`config.mk`:
```
export PLATFORM = sky130hd
export DESIGN_NAME = emsd_strobe_decoder
export DESIGN_NICKNAME = d
export VERILOG_FILES = /design/src/verilog/emsd_pkg.sv /design/src/verilog/emsd_lane_map.sv /design/src/verilog/emsd_strobe_decoder.sv
export SDC_FILE = /design/constraint.sdc
export NUM_CORES = 1
export LEC_CHECK = 0
export ABC_AREA = 1
export BUFFER_PORTS_ARGS = -buffer_cell sky130_fd_sc_hd__buf_2
export CORE_ASPECT_RATIO = 1.25
export CORE_UTILIZATION = 49
export DETAILED_ROUTE_END_ITERATION = 8
export PLACE_DENSITY = 0.78
export SYNTH_ARGS = -nofsm -noshare
export SYNTH_HDL_FRONTEND = slang
export SYNTH_SLANG_ARGS = --single-unit
```
`constraint.sdc`:
```
create_clock -name SYS_CLK -period 4.1 [get_ports SYS_CLK]
set_input_delay 0.41 -clock SYS_CLK [delete_from_list [all_inputs] [get_ports SYS_CLK]]
set_output_delay 0.41 -clock SYS_CLK [all_outputs]
set_load 0.005 [all_outputs]
```
`src/verilog/emsd_pkg.sv`:
```
package emsd_pkg;
   localparam logic [31:0] SRAM_BASE   = 32'h8000_0000;
   localparam logic [31:0] SRAM_BYTES  = 32'h0000_2000;
   localparam logic [31:0] TRAP_BASE   = 32'h8000_0040;
   localparam logic [31:0] FREE_BASE   = 32'h8000_0140;
   localparam int          PHASES_PER_CYCLE = 2;

   localparam logic [1:0]  SZ32 = 2'h0;
   localparam logic [1:0]  SZ16 = 2'h1;
   localparam logic [1:0]  SZ8  = 2'h2;

   localparam logic [1:0]  BANK_PERIPH = 2'h2;
   localparam logic [1:0]  RGN_CHAN    = 2'h0;
   localparam logic [1:0]  RGN_TRAP    = 2'h1;
   localparam logic [1:0]  RGN_FREE    = 2'h2;

   localparam logic [7:0]  BANK0_CFG_OFFSET = 8'h00;
   localparam logic [7:0]  BANK1_CFG_OFFSET = 8'h04;
   localparam logic [7:0]  BANK2_CFG_OFFSET = 8'h08;
   localparam logic [7:0]  BANK3_CFG_OFFSET = 8'h0c;
   localparam logic [7:0]  CAS_MODE_OFFSET  = 8'h10;
   localparam logic [7:0]  RFSH_TIME_OFFSET = 8'h14;
   localparam logic [7:0]  STATUS_OFFSET    = 8'h18;
   localparam logic [7:0]  FREE_LOC_OFFSET  = 8'h1c;
   localparam int          BANK_CFG_W       = 15;

   localparam logic [1:0]  RESP_OKAY   = 2'h0;
   localparam logic [1:0]  RESP_SLVERR = 2'h2;

   typedef enum logic [1:0] {S_IDLE, S_ROW, S_COL, S_RFSH} emsd_state_t;

   typedef struct packed {
      logic [3:0] col_ph;
      logic [3:0] row_ph;
      logic       gp_col;
      logic       gp_row;
      logic       be_wr;
      logic       be_rd;
      logic       mux;
      logic [1:0] size;
   } emsd_bank_cfg_t;

   typedef struct packed {
      logic [31:0] addr;
      logic [31:0] wdata;
      logic [3:0]  mask;
      logic        write;
      logic        device;
   } emsd_req_t;

   typedef struct packed {
      logic [21:0] addr;
      logic [3:0]  be_n;
      logic [2:0]  ras_n;
      logic [3:0]  cas_n;
      logic [31:0] dout;
      logic [3:0]  doe;
   } emsd_pins_t;

   localparam emsd_bank_cfg_t BANK_CFG_RST = '{col_ph: 4'h4, row_ph: 4'h0, gp_col: 1'b1,
      gp_row: 1'b0, be_wr: 1'b1, be_rd: 1'b1, mux: 1'b0, size: SZ32};
   localparam logic [3:0]  RFSH_PH_RST  = 4'h4;
   localparam logic [3:0]  CAS_BYTE_RST = 4'h0;
   localparam emsd_pins_t  PINS_IDLE    = '{addr: 22'h0, be_n: 4'hf, ras_n: 3'h7,
      cas_n: 4'hf, dout: 32'h0, doe: 4'h0};
endpackage

```
`src/verilog/emsd_lane_map.sv`:
```
`timescale 1ns/1ps
`default_nettype none
module emsd_lane_map
(
   input  wire logic [1:0]  size,
   input  wire logic [1:0]  a_lo,
   input  wire logic [3:0]  mask,
   input  wire logic [31:0] wdata,
   input  wire logic [31:0] din,
   output logic      [3:0]  be_n,
   output logic      [3:0]  is_addr,
   output logic      [3:0]  lanes,
   output logic      [31:0] bus_wdata,
   output logic      [31:0] rword
);
   logic [1:0] sel2;
   logic       sel1;

   always_comb
   begin
      sel2      = a_lo[1] ? mask[3:2] : mask[1:0];
      sel1      = mask[a_lo];
      be_n      = ~mask;
      is_addr   = 4'h0;
      lanes     = mask;
      bus_wdata = wdata;
      rword     = din;
      case (size)
         emsd_pkg::SZ16:
         begin
            // Spare enable 2 has no meaning here and is held inactive
            be_n      = {a_lo[1], 1'b1, ~sel2};
            is_addr   = 4'h8;
            lanes     = {2'h0, sel2};
            bus_wdata = {16'h0, a_lo[1] ? wdata[31:16] : wdata[15:0]};
            rword     = a_lo[1] ? {din[15:0], 16'h0} : {16'h0, din[15:0]};
         end
         emsd_pkg::SZ8:
         begin
            be_n      = {a_lo[1], a_lo[0], 1'b1, ~sel1};
            is_addr   = 4'hc;
            lanes     = {3'h0, sel1};
            bus_wdata = {24'h0, wdata[{a_lo, 3'h0} +: 8]};
            rword     = 32'({24'h0, din[7:0]} << {a_lo, 3'h0});
         end
         default:
         begin
            be_n = ~mask;
         end
      endcase
   end
endmodule
`default_nettype wire

```
`src/verilog/emsd_strobe_decoder.sv`:
```
// Decided for this implementation: the AXI4-Lite register port and the placing of the registers.
`timescale 1ns/1ps
`default_nettype none
module emsd_strobe_decoder
#(
   parameter int COL_BITS = 10
)
(
   input  wire logic                SYS_CLK,
   input  wire logic                RST,
   input  wire logic [31:0]         S_AXI_AWADDR,
   input  wire logic                S_AXI_AWVALID,
   output logic                     S_AXI_AWREADY,
   input  wire logic [31:0]         S_AXI_WDATA,
   input  wire logic [3:0]          S_AXI_WSTRB,
   input  wire logic                S_AXI_WVALID,
   output logic                     S_AXI_WREADY,
   output logic [1:0]               S_AXI_BRESP,
   output logic                     S_AXI_BVALID,
   input  wire logic                S_AXI_BREADY,
   input  wire logic [31:0]         S_AXI_ARADDR,
   input  wire logic                S_AXI_ARVALID,
   output logic                     S_AXI_ARREADY,
   output logic [31:0]              S_AXI_RDATA,
   output logic [1:0]               S_AXI_RRESP,
   output logic                     S_AXI_RVALID,
   input  wire logic                S_AXI_RREADY,
   input  wire logic                REQ_VALID,
   input  wire emsd_pkg::emsd_req_t REQ,
   output logic                     REQ_READY,
   input  wire logic                RFSH_REQ,
   output logic                     RFSH_ACK,
   output logic                     INT_SRAM_SEL,
   output logic [1:0]               INT_REGION,
   output logic                     PERIPH_SEL,
   output logic                     EXT_DONE,
   output logic [31:0]              EXT_RDATA,
   output emsd_pkg::emsd_pins_t     EXT_PINS,
   input  wire logic [31:0]         EXT_DATA_IN,
   input  wire logic                WAIT_REQUEST
);
   typedef struct packed {
      emsd_pkg::emsd_state_t         st;
      logic [3:0]                    cnt;
      logic [31:0]                   addr;
      logic [31:0]                   wdata;
      logic [3:0]                    mask;
      logic                          wr;
      logic [1:0]                    bank;
      emsd_pkg::emsd_pins_t          pins;
      logic                          done;
      logic                          rf_ack;
      logic                          int_sel;
      logic [1:0]                    region;
      logic                          per_sel;
      logic [31:0]                   rdata;
      emsd_pkg::emsd_bank_cfg_t [3:0] cfg;
      logic [3:0]                    cas_byte;
      logic [3:0]                    rf_ph;
      logic                          bvalid;
      logic [1:0]                    bresp;
      logic                          rvalid;
      logic [31:0]                   rbus;
      logic [1:0]                    rresp;
   } emsd_ctl_t;

   emsd_ctl_t                q;
   emsd_ctl_t                n;
   emsd_pkg::emsd_bank_cfg_t c;
   logic                     accept;
   logic                     aw_take;
   logic                     ar_take;
   logic [1:0]               req_bank;
   logic                     req_sram;
   logic                     req_periph;
   logic                     start_ext;
   logic [31:0]              sel_addr;
   logic [3:0]               sel_mask;
   logic [31:0]              sel_wdata;
   logic [1:0]               sel_bank;
   logic [3:0]               m_be_n;
   logic [3:0]               m_is_addr;
   logic [3:0]               m_lanes;
   logic [31:0]              m_wdata;
   logic [31:0]              m_rword;
   logic [31:0]              wmask;
   logic [31:0]              status;
   logic                     mix_bad;
   logic                     byte_bank;
   logic                     be_dir;
   logic [1:0]               ras_idx;
   logic [3:0]               be_row;

   // Phases to whole cycles, rounded up
   function automatic logic [3:0] ph2cyc(input logic [3:0] ph);
      logic [4:0] t;
      t = (5'(ph) + 5'(emsd_pkg::PHASES_PER_CYCLE - 1)) >> 1;
      return t[3:0];
   endfunction

   function automatic logic [3:0] col_cyc(input logic [3:0] ph);
      logic [3:0] t;
      t = ph2cyc(ph);
      return (t == 4'h0) ? 4'h1 : t;
   endfunction

   // Bank order follows signed addresses: 8xxx bank 0 up to 4xxx bank 3
   assign req_bank   = {~REQ.addr[31], REQ.addr[30]};
   assign req_sram   = (REQ.addr - emsd_pkg::SRAM_BASE) < emsd_pkg::SRAM_BYTES;
   assign req_periph = (req_bank == emsd_pkg::BANK_PERIPH) && REQ.device;
   assign REQ_READY  = (q.st == emsd_pkg::S_IDLE) && !RFSH_REQ;
   assign accept     = REQ_VALID && REQ_READY;
   assign start_ext  = accept && !req_sram && !req_periph;
   assign sel_addr   = start_ext ? REQ.addr : q.addr;
   assign sel_mask   = start_ext ? REQ.mask : q.mask;
   assign sel_wdata  = start_ext ? REQ.wdata : q.wdata;
   assign sel_bank   = start_ext ? req_bank : q.bank;
   assign c          = q.cfg[sel_bank];

   assign aw_take       = S_AXI_AWVALID && S_AXI_WVALID && !q.bvalid;
   assign S_AXI_AWREADY = aw_take;
   assign S_AXI_WREADY  = aw_take;
   assign ar_take       = S_AXI_ARVALID && !q.rvalid;
   assign S_AXI_ARREADY = !q.rvalid;
   assign wmask = {{8{S_AXI_WSTRB[3]}}, {8{S_AXI_WSTRB[2]}},
                   {8{S_AXI_WSTRB[1]}}, {8{S_AXI_WSTRB[0]}}};

   // Byte-mode banks of 32 or 8 bits cannot share the strobes with bank mode
   always_comb
   begin
      mix_bad = 1'b0;
      if (q.cas_byte != 4'h0 && q.cas_byte != 4'hf)
      begin
         mix_bad = (q.cas_byte != 4'h3);
         for (int i = 0; i < 4; i++)
         begin
            if (q.cfg[i].mux && q.cas_byte[i] && q.cfg[i].size != emsd_pkg::SZ16)
            begin
               mix_bad = 1'b1;
            end
         end
      end
   end

   assign status = {27'h0, WAIT_REQUEST, q.bank, mix_bad, q.st != emsd_pkg::S_IDLE};

   emsd_lane_map u_lane_map
   (
      .size      (c.size),
      .a_lo      (sel_addr[1:0]),
      .mask      (sel_mask),
      .wdata     (sel_wdata),
      .din       (EXT_DATA_IN),
      .be_n      (m_be_n),
      .is_addr   (m_is_addr),
      .lanes     (m_lanes),
      .bus_wdata (m_wdata),
      .rword     (m_rword)
   );

   always_comb
   begin
      n         = q;
      n.done    = 1'b0;
      n.rf_ack  = 1'b0;
      n.int_sel = 1'b0;
      n.per_sel = 1'b0;
      byte_bank = 1'b0;
      be_dir    = 1'b0;
      ras_idx   = 2'h0;
      be_row    = 4'hf;
      if (q.bvalid && S_AXI_BREADY)
      begin
         n.bvalid = 1'b0;
      end
      if (aw_take)
      begin
         n.bvalid = 1'b1;
         n.bresp  = emsd_pkg::RESP_OKAY;
         if (S_AXI_AWADDR[31:5] != 27'h0)
         begin
            n.bresp = emsd_pkg::RESP_SLVERR;
         end
         else
         begin
            case (S_AXI_AWADDR[7:0])
               emsd_pkg::BANK0_CFG_OFFSET, emsd_pkg::BANK1_CFG_OFFSET,
               emsd_pkg::BANK2_CFG_OFFSET, emsd_pkg::BANK3_CFG_OFFSET:
               begin
                  n.cfg[S_AXI_AWADDR[3:2]] = emsd_pkg::emsd_bank_cfg_t'(
                     emsd_pkg::BANK_CFG_W'((32'(q.cfg[S_AXI_AWADDR[3:2]]) & ~wmask)
                                           | (S_AXI_WDATA & wmask)));
               end
               emsd_pkg::CAS_MODE_OFFSET:
               begin
                  if (S_AXI_WSTRB[0]) n.cas_byte = S_AXI_WDATA[3:0];
               end
               emsd_pkg::RFSH_TIME_OFFSET:
               begin
                  if (S_AXI_WSTRB[0]) n.rf_ph = S_AXI_WDATA[3:0];
               end
               emsd_pkg::STATUS_OFFSET, emsd_pkg::FREE_LOC_OFFSET:
               begin
                  n.bresp = emsd_pkg::RESP_OKAY;
               end
               default:
               begin
                  n.bresp = emsd_pkg::RESP_SLVERR;
               end
            endcase
         end
      end
      if (q.rvalid && S_AXI_RREADY)
      begin
         n.rvalid = 1'b0;
      end
      if (ar_take)
      begin
         n.rvalid = 1'b1;
         n.rresp  = emsd_pkg::RESP_OKAY;
         n.rbus   = 32'h0;
         if (S_AXI_ARADDR[31:5] != 27'h0)
         begin
            n.rresp = emsd_pkg::RESP_SLVERR;
         end
         else
         begin
            case (S_AXI_ARADDR[7:0])
               emsd_pkg::BANK0_CFG_OFFSET, emsd_pkg::BANK1_CFG_OFFSET,
               emsd_pkg::BANK2_CFG_OFFSET, emsd_pkg::BANK3_CFG_OFFSET:
                  n.rbus = 32'(q.cfg[S_AXI_ARADDR[3:2]]);
               emsd_pkg::CAS_MODE_OFFSET:  n.rbus = {28'h0, q.cas_byte};
               emsd_pkg::RFSH_TIME_OFFSET: n.rbus = {28'h0, q.rf_ph};
               emsd_pkg::STATUS_OFFSET:    n.rbus = status;
               emsd_pkg::FREE_LOC_OFFSET:  n.rbus = emsd_pkg::FREE_BASE;
               default:                    n.rresp = emsd_pkg::RESP_SLVERR;
            endcase
         end
      end

      case (q.st)
         emsd_pkg::S_IDLE:
         begin
            if (RFSH_REQ)
            begin
               n.st  = emsd_pkg::S_RFSH;
               n.cnt = col_cyc(q.rf_ph);
            end
            else if (accept && req_sram)
            begin
               n.int_sel = 1'b1;
               n.region  = (REQ.addr < emsd_pkg::TRAP_BASE) ? emsd_pkg::RGN_CHAN :
                           (REQ.addr < emsd_pkg::FREE_BASE) ? emsd_pkg::RGN_TRAP :
                           emsd_pkg::RGN_FREE;
            end
            else if (accept && req_periph)
            begin
               n.per_sel = 1'b1;
            end
            else if (start_ext)
            begin
               n.addr  = REQ.addr;
               n.wdata = REQ.wdata;
               n.mask  = REQ.mask;
               n.wr    = REQ.write;
               n.bank  = req_bank;
               // Zero row time skips the row period for plain memories
               if (ph2cyc(c.row_ph) != 4'h0)
               begin
                  n.st  = emsd_pkg::S_ROW;
                  n.cnt = ph2cyc(c.row_ph);
               end
               else
               begin
                  n.st  = emsd_pkg::S_COL;
                  n.cnt = col_cyc(c.col_ph);
               end
            end
         end
         emsd_pkg::S_ROW:
         begin
            if (!WAIT_REQUEST)
            begin
               n.cnt = q.cnt - 4'h1;
               if (q.cnt == 4'h1)
               begin
                  n.st  = emsd_pkg::S_COL;
                  n.cnt = col_cyc(c.col_ph);
               end
            end
         end
         emsd_pkg::S_COL:
         begin
            if (!WAIT_REQUEST)
            begin
               n.cnt = q.cnt - 4'h1;
               if (q.cnt == 4'h1)
               begin
                  n.st   = emsd_pkg::S_IDLE;
                  n.done = 1'b1;
                  if (!q.wr) n.rdata = m_rword;
               end
            end
         end
         emsd_pkg::S_RFSH:
         begin
            n.cnt = q.cnt - 4'h1;
            if (q.cnt == 4'h1)
            begin
               n.st     = emsd_pkg::S_IDLE;
               n.rf_ack = 1'b1;
            end
         end
         default:
         begin
            n.st = emsd_pkg::S_IDLE;
         end
      endcase

      n.pins = emsd_pkg::PINS_IDLE;
      ras_idx = (sel_bank == 2'h3) ? 2'h2 : sel_bank;
      byte_bank = c.mux && q.cas_byte[sel_bank];
      be_dir = n.wr ? c.be_wr : c.be_rd;
      be_row = m_be_n | ~m_is_addr;
      if (n.st == emsd_pkg::S_ROW || n.st == emsd_pkg::S_COL)
      begin
         n.pins.addr = (n.st == emsd_pkg::S_ROW && c.mux) ?
                       22'(sel_addr >> (2 + COL_BITS)) : sel_addr[23:2];
         n.pins.be_n = (n.st == emsd_pkg::S_COL && be_dir) ? m_be_n : be_row;
         if (sel_bank != emsd_pkg::BANK_PERIPH && (c.mux || c.gp_row))
         begin
            n.pins.ras_n[ras_idx] = 1'b0;
         end
      end
      if (n.st == emsd_pkg::S_COL)
      begin
         for (int i = 0; i < 4; i++)
         begin
            if (q.cas_byte[i])
            begin
               // Lanes already reflect width, so a 16-bit bank never touches 2 and 3
               if (byte_bank && m_lanes[i]) n.pins.cas_n[i] = 1'b0;
            end
            else if (sel_bank == 2'(i) && (c.mux || c.gp_col))
            begin
               n.pins.cas_n[i] = 1'b0;
            end
         end
         n.pins.dout = m_wdata;
         n.pins.doe  = n.wr ? m_lanes : 4'h0;
      end
      if (n.st == emsd_pkg::S_RFSH)
      begin
         n.pins.cas_n = ~q.cas_byte;
      end
      if ((q.st == emsd_pkg::S_ROW || q.st == emsd_pkg::S_COL) && WAIT_REQUEST)
      begin
         n.pins = q.pins;
      end
   end

   always_ff @(posedge SYS_CLK)
   begin
      if (RST)
      begin
         q          <= '0;
         q.cfg      <= {4{emsd_pkg::BANK_CFG_RST}};
         q.rf_ph    <= emsd_pkg::RFSH_PH_RST;
         q.cas_byte <= emsd_pkg::CAS_BYTE_RST;
         q.pins     <= emsd_pkg::PINS_IDLE;
      end
      else
      begin
         q <= n;
      end
   end

   assign S_AXI_BRESP  = q.bresp;
   assign S_AXI_BVALID = q.bvalid;
   assign S_AXI_RDATA  = q.rbus;
   assign S_AXI_RRESP  = q.rresp;
   assign S_AXI_RVALID = q.rvalid;
   assign RFSH_ACK     = q.rf_ack;
   assign INT_SRAM_SEL = q.int_sel;
   assign INT_REGION   = q.region;
   assign PERIPH_SEL   = q.per_sel;
   assign EXT_DONE     = q.done;
   assign EXT_RDATA    = q.rdata;
   assign EXT_PINS     = q.pins;
endmodule
`default_nettype wire

```
==> results.py, run 1 <==
metrics = {
    "run_status": {
        "status": "completed",
    },
    "routing": {
        "drc": 0,
        "vias_per_cell": 5.62,
        "dr.pass1.iters": 5,
        "vias": 13884,
        "initialDrtViolationCount": 1304,
        "wl_per_cell_um": 17.7,
        "ant_nets": 0,
        "wirelength_um": 43700,
    },
    "synth": {
        "yosysWarningCount": 0,
        "ys_ff_latch": 271,
        "seq_area_frac_synth": 0.384,
        "avgSynthCellArea_um2": 7.47,
        "synth_cell_types": 63,
        "syn_inst": 1892,
        "synth_edf_count": 0,
        "syn_area_mm2": 0.0141,
        "synth_ff_type": "dfxtp_1",
        "synth-async-reset-ratio": 0,
    },
    "clock_network": {
        "clockRootBuffer": "clkbuf_16",
        "insertion_delay_ns": 0.55,
        "clock_sinks": 271,
        "clk_pin_slew_ns": 0.06,
        "h-tree-depth": 1,
        "clockBufferDepth": 3,
        "cts_tree": "yes",
        "cts_inserted_buffers": 29,
    },
    "cells_and_area": {
        "finalInstanceArea_mm2": 0.0163,
        "finalNetCount": 2318,
        "nFillCells": 2632,
        "layout-drive-gt1-share": 0.229,
        "area_delta_synth_final_pct": 15.2,
    },
    "setup_path": {
        "reg2reg_depth": 26,
        "crit_start": "q[289]",
        "critical_path_class": "flip-flop to flip-flop",
        "cp.arrival_ns": 4.22,
        "worstPathMaxFanout": 9,
        "cp-start-kind": "flip-flop",
        "reg2reg_from": "q[289]",
        "critPathRequiredTime_ns": 4.50,
        "rr_endpoint": "EXT_PINS[43]",
        "reg2reg_slack_ns": 0.27,
        "endpoint": "EXT_PINS[43]",
        "endpoint_kind": "flip-flop",
    },
    "global_routing": {
        "overflow": 0,
        "grt_pass1_vias": 12952,
        "track_usage": 0.286,
        "grt_max_degree": 79,
        "grt_pass1_wl_um": 67600,
        "antenna_found_initial": 1,
    },
    "power": {
        "p_per_area_mw_per_mm2": 559,
        "finalPower_w": 0.00910,
        "peakVddDrop_v": 0.000333,
        "leakagePower_nw": 7.76,
    },
    "sta": {
        "period_needed_ns": 3.83,
        "setup_tns_ns": 0,
        "period_share": 0.933,
        "drv_slew": 0,
        "fmax_mhz": 261,
        "setup_viol": 0,
        "holdWs_ns": 0.104,
        "finClkSkew_ns": 0.0225,
        "fin_ws_ns": 0.275,
        "tightest_slew_ns": 1.12,
        "maxSlewHeadroom": 0.247,
        "hold_viol": 0,
    },
    "die": {
        "die_w_um": 154,
        "die_h_um": 192,
        "num_rows": 69,
        "core_mm2": 0.0284,
        "boundaryPins": 361,
        "die-area_mm2": 0.0295,
        "initial_core_util": 0.497,
    },
    "min_path": {
        "hp-class": "input port to flip-flop",
    },
    "run": {
        "cap_violations": 0,
    },
    "place": {
        "placed_area_mm2": 0.0152,
        "preCtsSetupSlack_ns": 0.0464,
        "dpl.hpwl_um": 32200,
        "portBuffers": 323,
        "gp_congestion": 0.944,
    },
}
[worst max-delay path, cell delays in order (launching register included)]
cell and delay, ns:
dfxtp_1 0.35, inv_2 0.09, ha_2 0.21, inv_4 0.06, nor2_8 0.12, nand2_4 0.09, nor2_8 0.16, nand2_8 0.11
nand2_1 0.13, o21ai_4 0.10, inv_2 0.14, nand2_1 0.07, nand2_1 0.12, ha_2 0.28, inv_1 0.07, nand2_1 0.07
nor2_2 0.14, nand3_2 0.11, nand2_1 0.10, o211ai_1 0.10, o21ai_2 0.10, ha_1 0.29, nor2_1 0.11, buf_4 0.15
o2111ai_1 0.15, o22ai_1 0.17, nand2_1 0.08
[worst min-delay path by stage]
| stage | depth (start not counted) | endpoint | startpoint | slack [ns] |
|---|---|---|---|---|
| 2_1_floorplan | 2 | EXT_PINS[11] | EXT_PINS[11] | 0.43 |
| 3_3_place_gp | 2 | EXT_PINS[1] | EXT_PINS[1] | 0.44 |
| 3_5_place_dp | 1 | EXT_PINS[15] | EXT_PINS[15] | 0.45 |
| 4_1_cts | 2 | PERIPH_SEL | REQ[69] | 0.1 |
| 5_1_grt | 2 | PERIPH_SEL | REQ[69] | 0.11 |
| 6_report | 2 | PERIPH_SEL | REQ[69] | 0.10 |
[registers in the layout, indices dropped and copies added, names as in the netlist]
name and cells:
S_AXI_RDATA 16, EXT_PINS 69, S_AXI_RRESP 1, INT_SRAM_SEL 1, S_AXI_BRESP 1, q 144
EXT_DONE 1, S_AXI_BVALID 1, RFSH_ACK 1, PERIPH_SEL 1, EXT_RDATA 32, S_AXI_RVALID 1
INT_REGION 2
[through the flow]
| step | util | std cells |
|---|---|---|
| floorplan | - | 1909 |
| global placement | 0.536 | 2411 |
| detailed placement | 0.536 | 2411 |
| CTS | 0.569 | 2463 |
| global route | 0.573 | 2467 |
| finish | 0.573 | 2471 |
[metal layers]
metal	wire (um)	vias to the layer above	GRT usage
met4	2110	0	0.145
li1	-	6649	-
met3	3260	140	0.0435
met5	0	-	0
met1	17000	6403	0.338
met2	21300	692	0.503
[power breakdown]
group          switching (W)  leakage, nW  total, W  internal [W]
Clock                0.00109        0.452   0.00258       0.00148
Combinational        0.00225         5.11   0.00352       0.00127
Sequential          0.000118         2.19   0.00300       0.00288
Total                0.00346         7.76   0.00910       0.00563
[cell type report]
class,instances,area (um^2),share of cell area
Clock inverter,13,131,0.00807
Antenna cell,4,10.0,0.000615
Multi-Input combinational cell,1238,6760,0.415
Inverter,174,658,0.0404
Clock buffer,39,793,0.0487
Tap cell,355,444,0.0273
Timing Repair Buffer,377,2050,0.126
Sequential cell,271,5430,0.333
[cells in the mapped netlist (37+ instances only)]
cell	number	area (um^2)
a32o_1	37	370
a21oi_1	150	751
nand3_1	73	365
o22ai_1	40	250
nand2_1	387	1450
buf_4	141	1060
mux2i_1	59	591
o21ai_0	114	571
inv_1	160	601
nor2_1	146	548
dfxtp_1	271	5430
clkbuf_1	60	225
[cell usage in the layout, fill, tap and decap left out, drive strengths merged, types with 4 or more instances in the layout]
cell type,Yosys,final
nand2,398,398
buf,166,377
dfxtp,271,271
inv,169,169
nor2,157,157
a21oi,152,152
o21ai,136,136
nand3,76,76
mux2i,59,59
o22ai,40,40
clkbuf,60,39
a32o,37,37
o211ai,31,31
nor3,20,20
conb,1,18
ha,15,15
nor4,14,14
a22oi,14,14
clkinv,5,14
o221ai,13,13
o2111ai,7,7
nand4,6,6
a221oi,6,6
a211oi,5,5
o31ai,5,5
diode,0,4
a31oi,4,4
or2,4,4
[cell families after synthesis]
logic type	count (synthesis)	synth area share
AOI/OAI and AO/OA	462	0.202
xor gates and xnor gates	3	0.00186
adders and majority gates	15	0.0133
buffers and inverters	400	0.149
DFF	271	0.384
muxes	59	0.0418
other	1	0.000265
and+or+nand+nor	681	0.208
[timing repair]
action | CTS | global route
hold buffers | 0 | 0
endpoints found under the setup margin | 0 | 88
buffers inserted | 0 | 4
gates resized for setup | 0 | 19
(Power assumes the default switching activity.)
==> run 2, diff against run 1 <==
--- a/config.mk
+++ b/config.mk
@@ -10,7 +10,8 @@
 export CORE_ASPECT_RATIO = 1.25
 export CORE_UTILIZATION = 49
 export DETAILED_ROUTE_END_ITERATION = 8
-export PLACE_DENSITY = 0.78
+export PLACE_DENSITY = 0.77
 export SYNTH_ARGS = -nofsm -noshare
 export SYNTH_HDL_FRONTEND = slang
+export SYNTH_HIERARCHICAL = 1
 export SYNTH_SLANG_ARGS = --single-unit
==> results.py, run 2 <==
metrics = {
    "setup_path": {
        "cp-start-kind": "flip-flop",
        "critical_path_class": "flip-flop to flip-flop",
        "slowest_delay_ns": 0.52,
        "worstPathMaxFanout": 14,
        "path_cells": "inv_1 > ha_2 > inv_2 > nor2_8 > nand2_4 > nor2_8 > nand2_4 > o21ai_4 > buf_4 > nor2_2 > buf_4 > a22oi_1 > nand3_1 > ha_2 > inv_2 > o22ai_1 > nand3_1 > nand2_1 > nand3_1 > nand3_1 > nand3_1",
        "cp.arrival_ns": 4.28,
        "cp_common_cell": "nand3_1",
        "endpoint_kind": "flip-flop",
        "critPathRequiredTime_ns": 4.53,
        "crit_slowest_cell": "ha_2",
    },
    "min_path": {
        "hp-class": "input port to flip-flop",
    },
    "global_routing": {
        "overflow": 0,
        "grt_max_degree": 111,
        "grt_pass1_wl_um": 73200,
        "antenna_found_initial": 3,
        "track_usage": 0.287,
        "grt_pass1_vias": 14355,
    },
    "clock_network": {
        "cts_hold_buf": 0,
        "clk_pin_slew_ns": 0.06,
        "insertion_delay_ns": 0.57,
        "clockBufferDepth": 3,
        "clock_sinks": 271,
        "cts_inserted_buffers": 29,
        "cts_tree": "yes",
        "h-tree-depth": 1,
        "clockRootBuffer": "clkbuf_16",
    },
    "synth": {
        "avgSynthCellArea_um2": 6.82,
        "yosys.area.top_type": "dfxtp_1",
        "synth-async-reset-ratio": 0,
        "syn_inst": 2209,
        "syn_area_mm2": 0.0151,
        "yosysMostFrequentCell": "nand2_1",
        "synth.area.top_cells": "dfxtp_1, nand2_1, nor2_1, buf_4, a21oi_1",
        "synth_ff_type": "dfxtp_1",
        "yosysWarningCount": 6,
        "synthTopCellsByCount": "nand2_1, nor2_1, dfxtp_1, inv_1, a21oi_1",
        "ys_ff_latch": 271,
        "synth_cell_types": 59,
        "synth_edf_count": 0,
        "seq_area_frac_synth": 0.360,
        "synth_top_area_share": 0.360,
    },
    "sta": {
        "setup_tns_ns": 0,
        "maxSlewHeadroom": 0.337,
        "setup_viol": 0,
        "drv_slew": 0,
        "period_needed_ns": 3.85,
        "period_share": 0.939,
        "tightest_slew_ns": 0.987,
        "fmax_mhz": 260,
        "hold_viol": 0,
        "finClkSkew_ns": 0.0137,
        "grt_setup_unrepaired": "false",
        "holdWs_ns": 0.0958,
    },
    "routing": {
        "wirelength_um": 46500,
        "vias": 15272,
        "drc": 0,
        "vias_per_cell": 5.43,
        "wl_per_cell_um": 16.5,
        "initialDrtViolationCount": 1135,
        "ant_nets": 0,
        "dr.pass1.iters": 5,
    },
    "power": {
        "p_per_area_mw_per_mm2": 546,
        "finalPower_w": 0.00937,
        "leakagePower_nw": 8.27,
        "peakVddDrop_v": 0.000416,
    },
    "cells_and_area": {
        "layout_common_cells": "nand2_1, buf_2, nor2_1, dfxtp_1, inv_1",
        "utilization": 0.568,
        "max_flop_register": "q",
        "finalNetCount": 2611,
        "area_delta_synth_final_pct": 14.0,
        "nFillCells": 2964,
        "largest_reg_flops": 144,
        "layout-drive-gt1-share": 0.204,
        "finalNonFillerCells": 2810,
        "final_common_cell": "nand2_1",
    },
    "run": {
        "cap_violations": 0,
    },
    "die": {
        "core_mm2": 0.0302,
        "initial_core_util": 0.499,
        "die_w_um": 159,
        "die_h_um": 198,
        "boundaryPins": 361,
        "num_rows": 71,
        "die-area_mm2": 0.0314,
    },
    "place": {
        "gp_congestion": 0.948,
        "dpl.hpwl_um": 33200,
        "placedCellCount": 2750,
        "portBuffers": 323,
    },
    "run_status": {
        "status": "completed",
    },
}
==> run 2: cell count changes after synthesis, moves of 8 or more <==
cell      previous run  this run
nand2_1            387       457
nor2_1             146       299
o21ai_1             19        11
a32o_1              37         0
nor3_1              17        64
clkbuf_1            60        80
nand3_1             73       138
inv_1              160       190
o21ai_0            114       128
o22ai_1             40        32
mux2i_1             59        24
==> run 2: kinds of logic (layout without fill, tap and decap cells) <==
| logic type | after synthesis | count (layout) | share of synthesized area |
|---|---|---|---|
| mux | 24 | 24 | 0.0160 |
| xor+xnor | 4 | 4 | 0.00233 |
| buf+inv | 450 | 629 | 0.154 |
| other cells | 2 | 23 | 0.000499 |
| simple gates | 1021 | 1021 | 0.289 |
| flops | 271 | 271 | 0.360 |
| compound gates | 421 | 421 | 0.165 |
| fa+ha+maj | 16 | 16 | 0.0133 |
==> run 2: final timing paths <==
kind	cells past startpoint	start	slack [ns]	end
max	21	q[289]	0.25	EXT_PINS[37]
min	2	REQ[69]	0.1	PERIPH_SEL
max reg2reg	21	q[289]	0.25	EXT_PINS[37]
min reg2reg	2	S_AXI_RDATA[14]	0.46	S_AXI_RDATA[14]
==> run 2: stage by stage <==
step                instance area, um^2  worst slack [ns]
floorplan                         15100             0.247
global placement                  16100             0.101
detailed placement                16100             0.101
CTS                               17100            0.0743
global route                      17200            0.0122
finish                            17200             0.251
==> run 2: timing repair <==
action / in CTS / in global routing
gates resized for setup: 0 / 20
endpoints found under the setup margin: 0 / 65
buffers inserted: 0 / 3
hold endpoints to repair: 0 / 0
==> run 2: routing by layer <==
metal | routed length [um] | global-route usage | vias up
met2 | 22100 | 0.498 | 641
li1 | - | - | 7470
met3 | 3200 | 0.0390 | 141
met5 | 0 | 0 | -
met1 | 18800 | 0.346 | 7020
met4 | 2350 | 0.151 | 0
==> run 2: layout make-up <==
type / count / area [um^2] / share of cell area
clock buffer: 36 / 792 / 0.0461
antenna: 3 / 7.51 / 0.000437
multi-input combinational: 1506 / 7450 / 0.434
timing repair buffer: 374 / 2030 / 0.118
clock inverter: 18 / 196 / 0.0114
sequential: 271 / 5430 / 0.316
tap: 401 / 502 / 0.0292
inverter: 201 / 767 / 0.0447
==> run 2: report_power, final <==
group | internal (W) | leakage [nW] | switching [W]
Sequential | 0.00295 | 2.20 | 0.000155
Combinational | 0.00121 | 5.58 | 0.00234
Clock | 0.00157 | 0.490 | 0.00114
Total | 0.00573 | 8.27 | 0.00364
==> run 2: critical path: cells and delay by family (launching register included) <==
kind	cells	cell delay [ns]
compound gates	3	0.75
fa+ha+maj	2	0.73
buf+inv	5	0.74
flops	1	0.33
simple gates	11	1.16
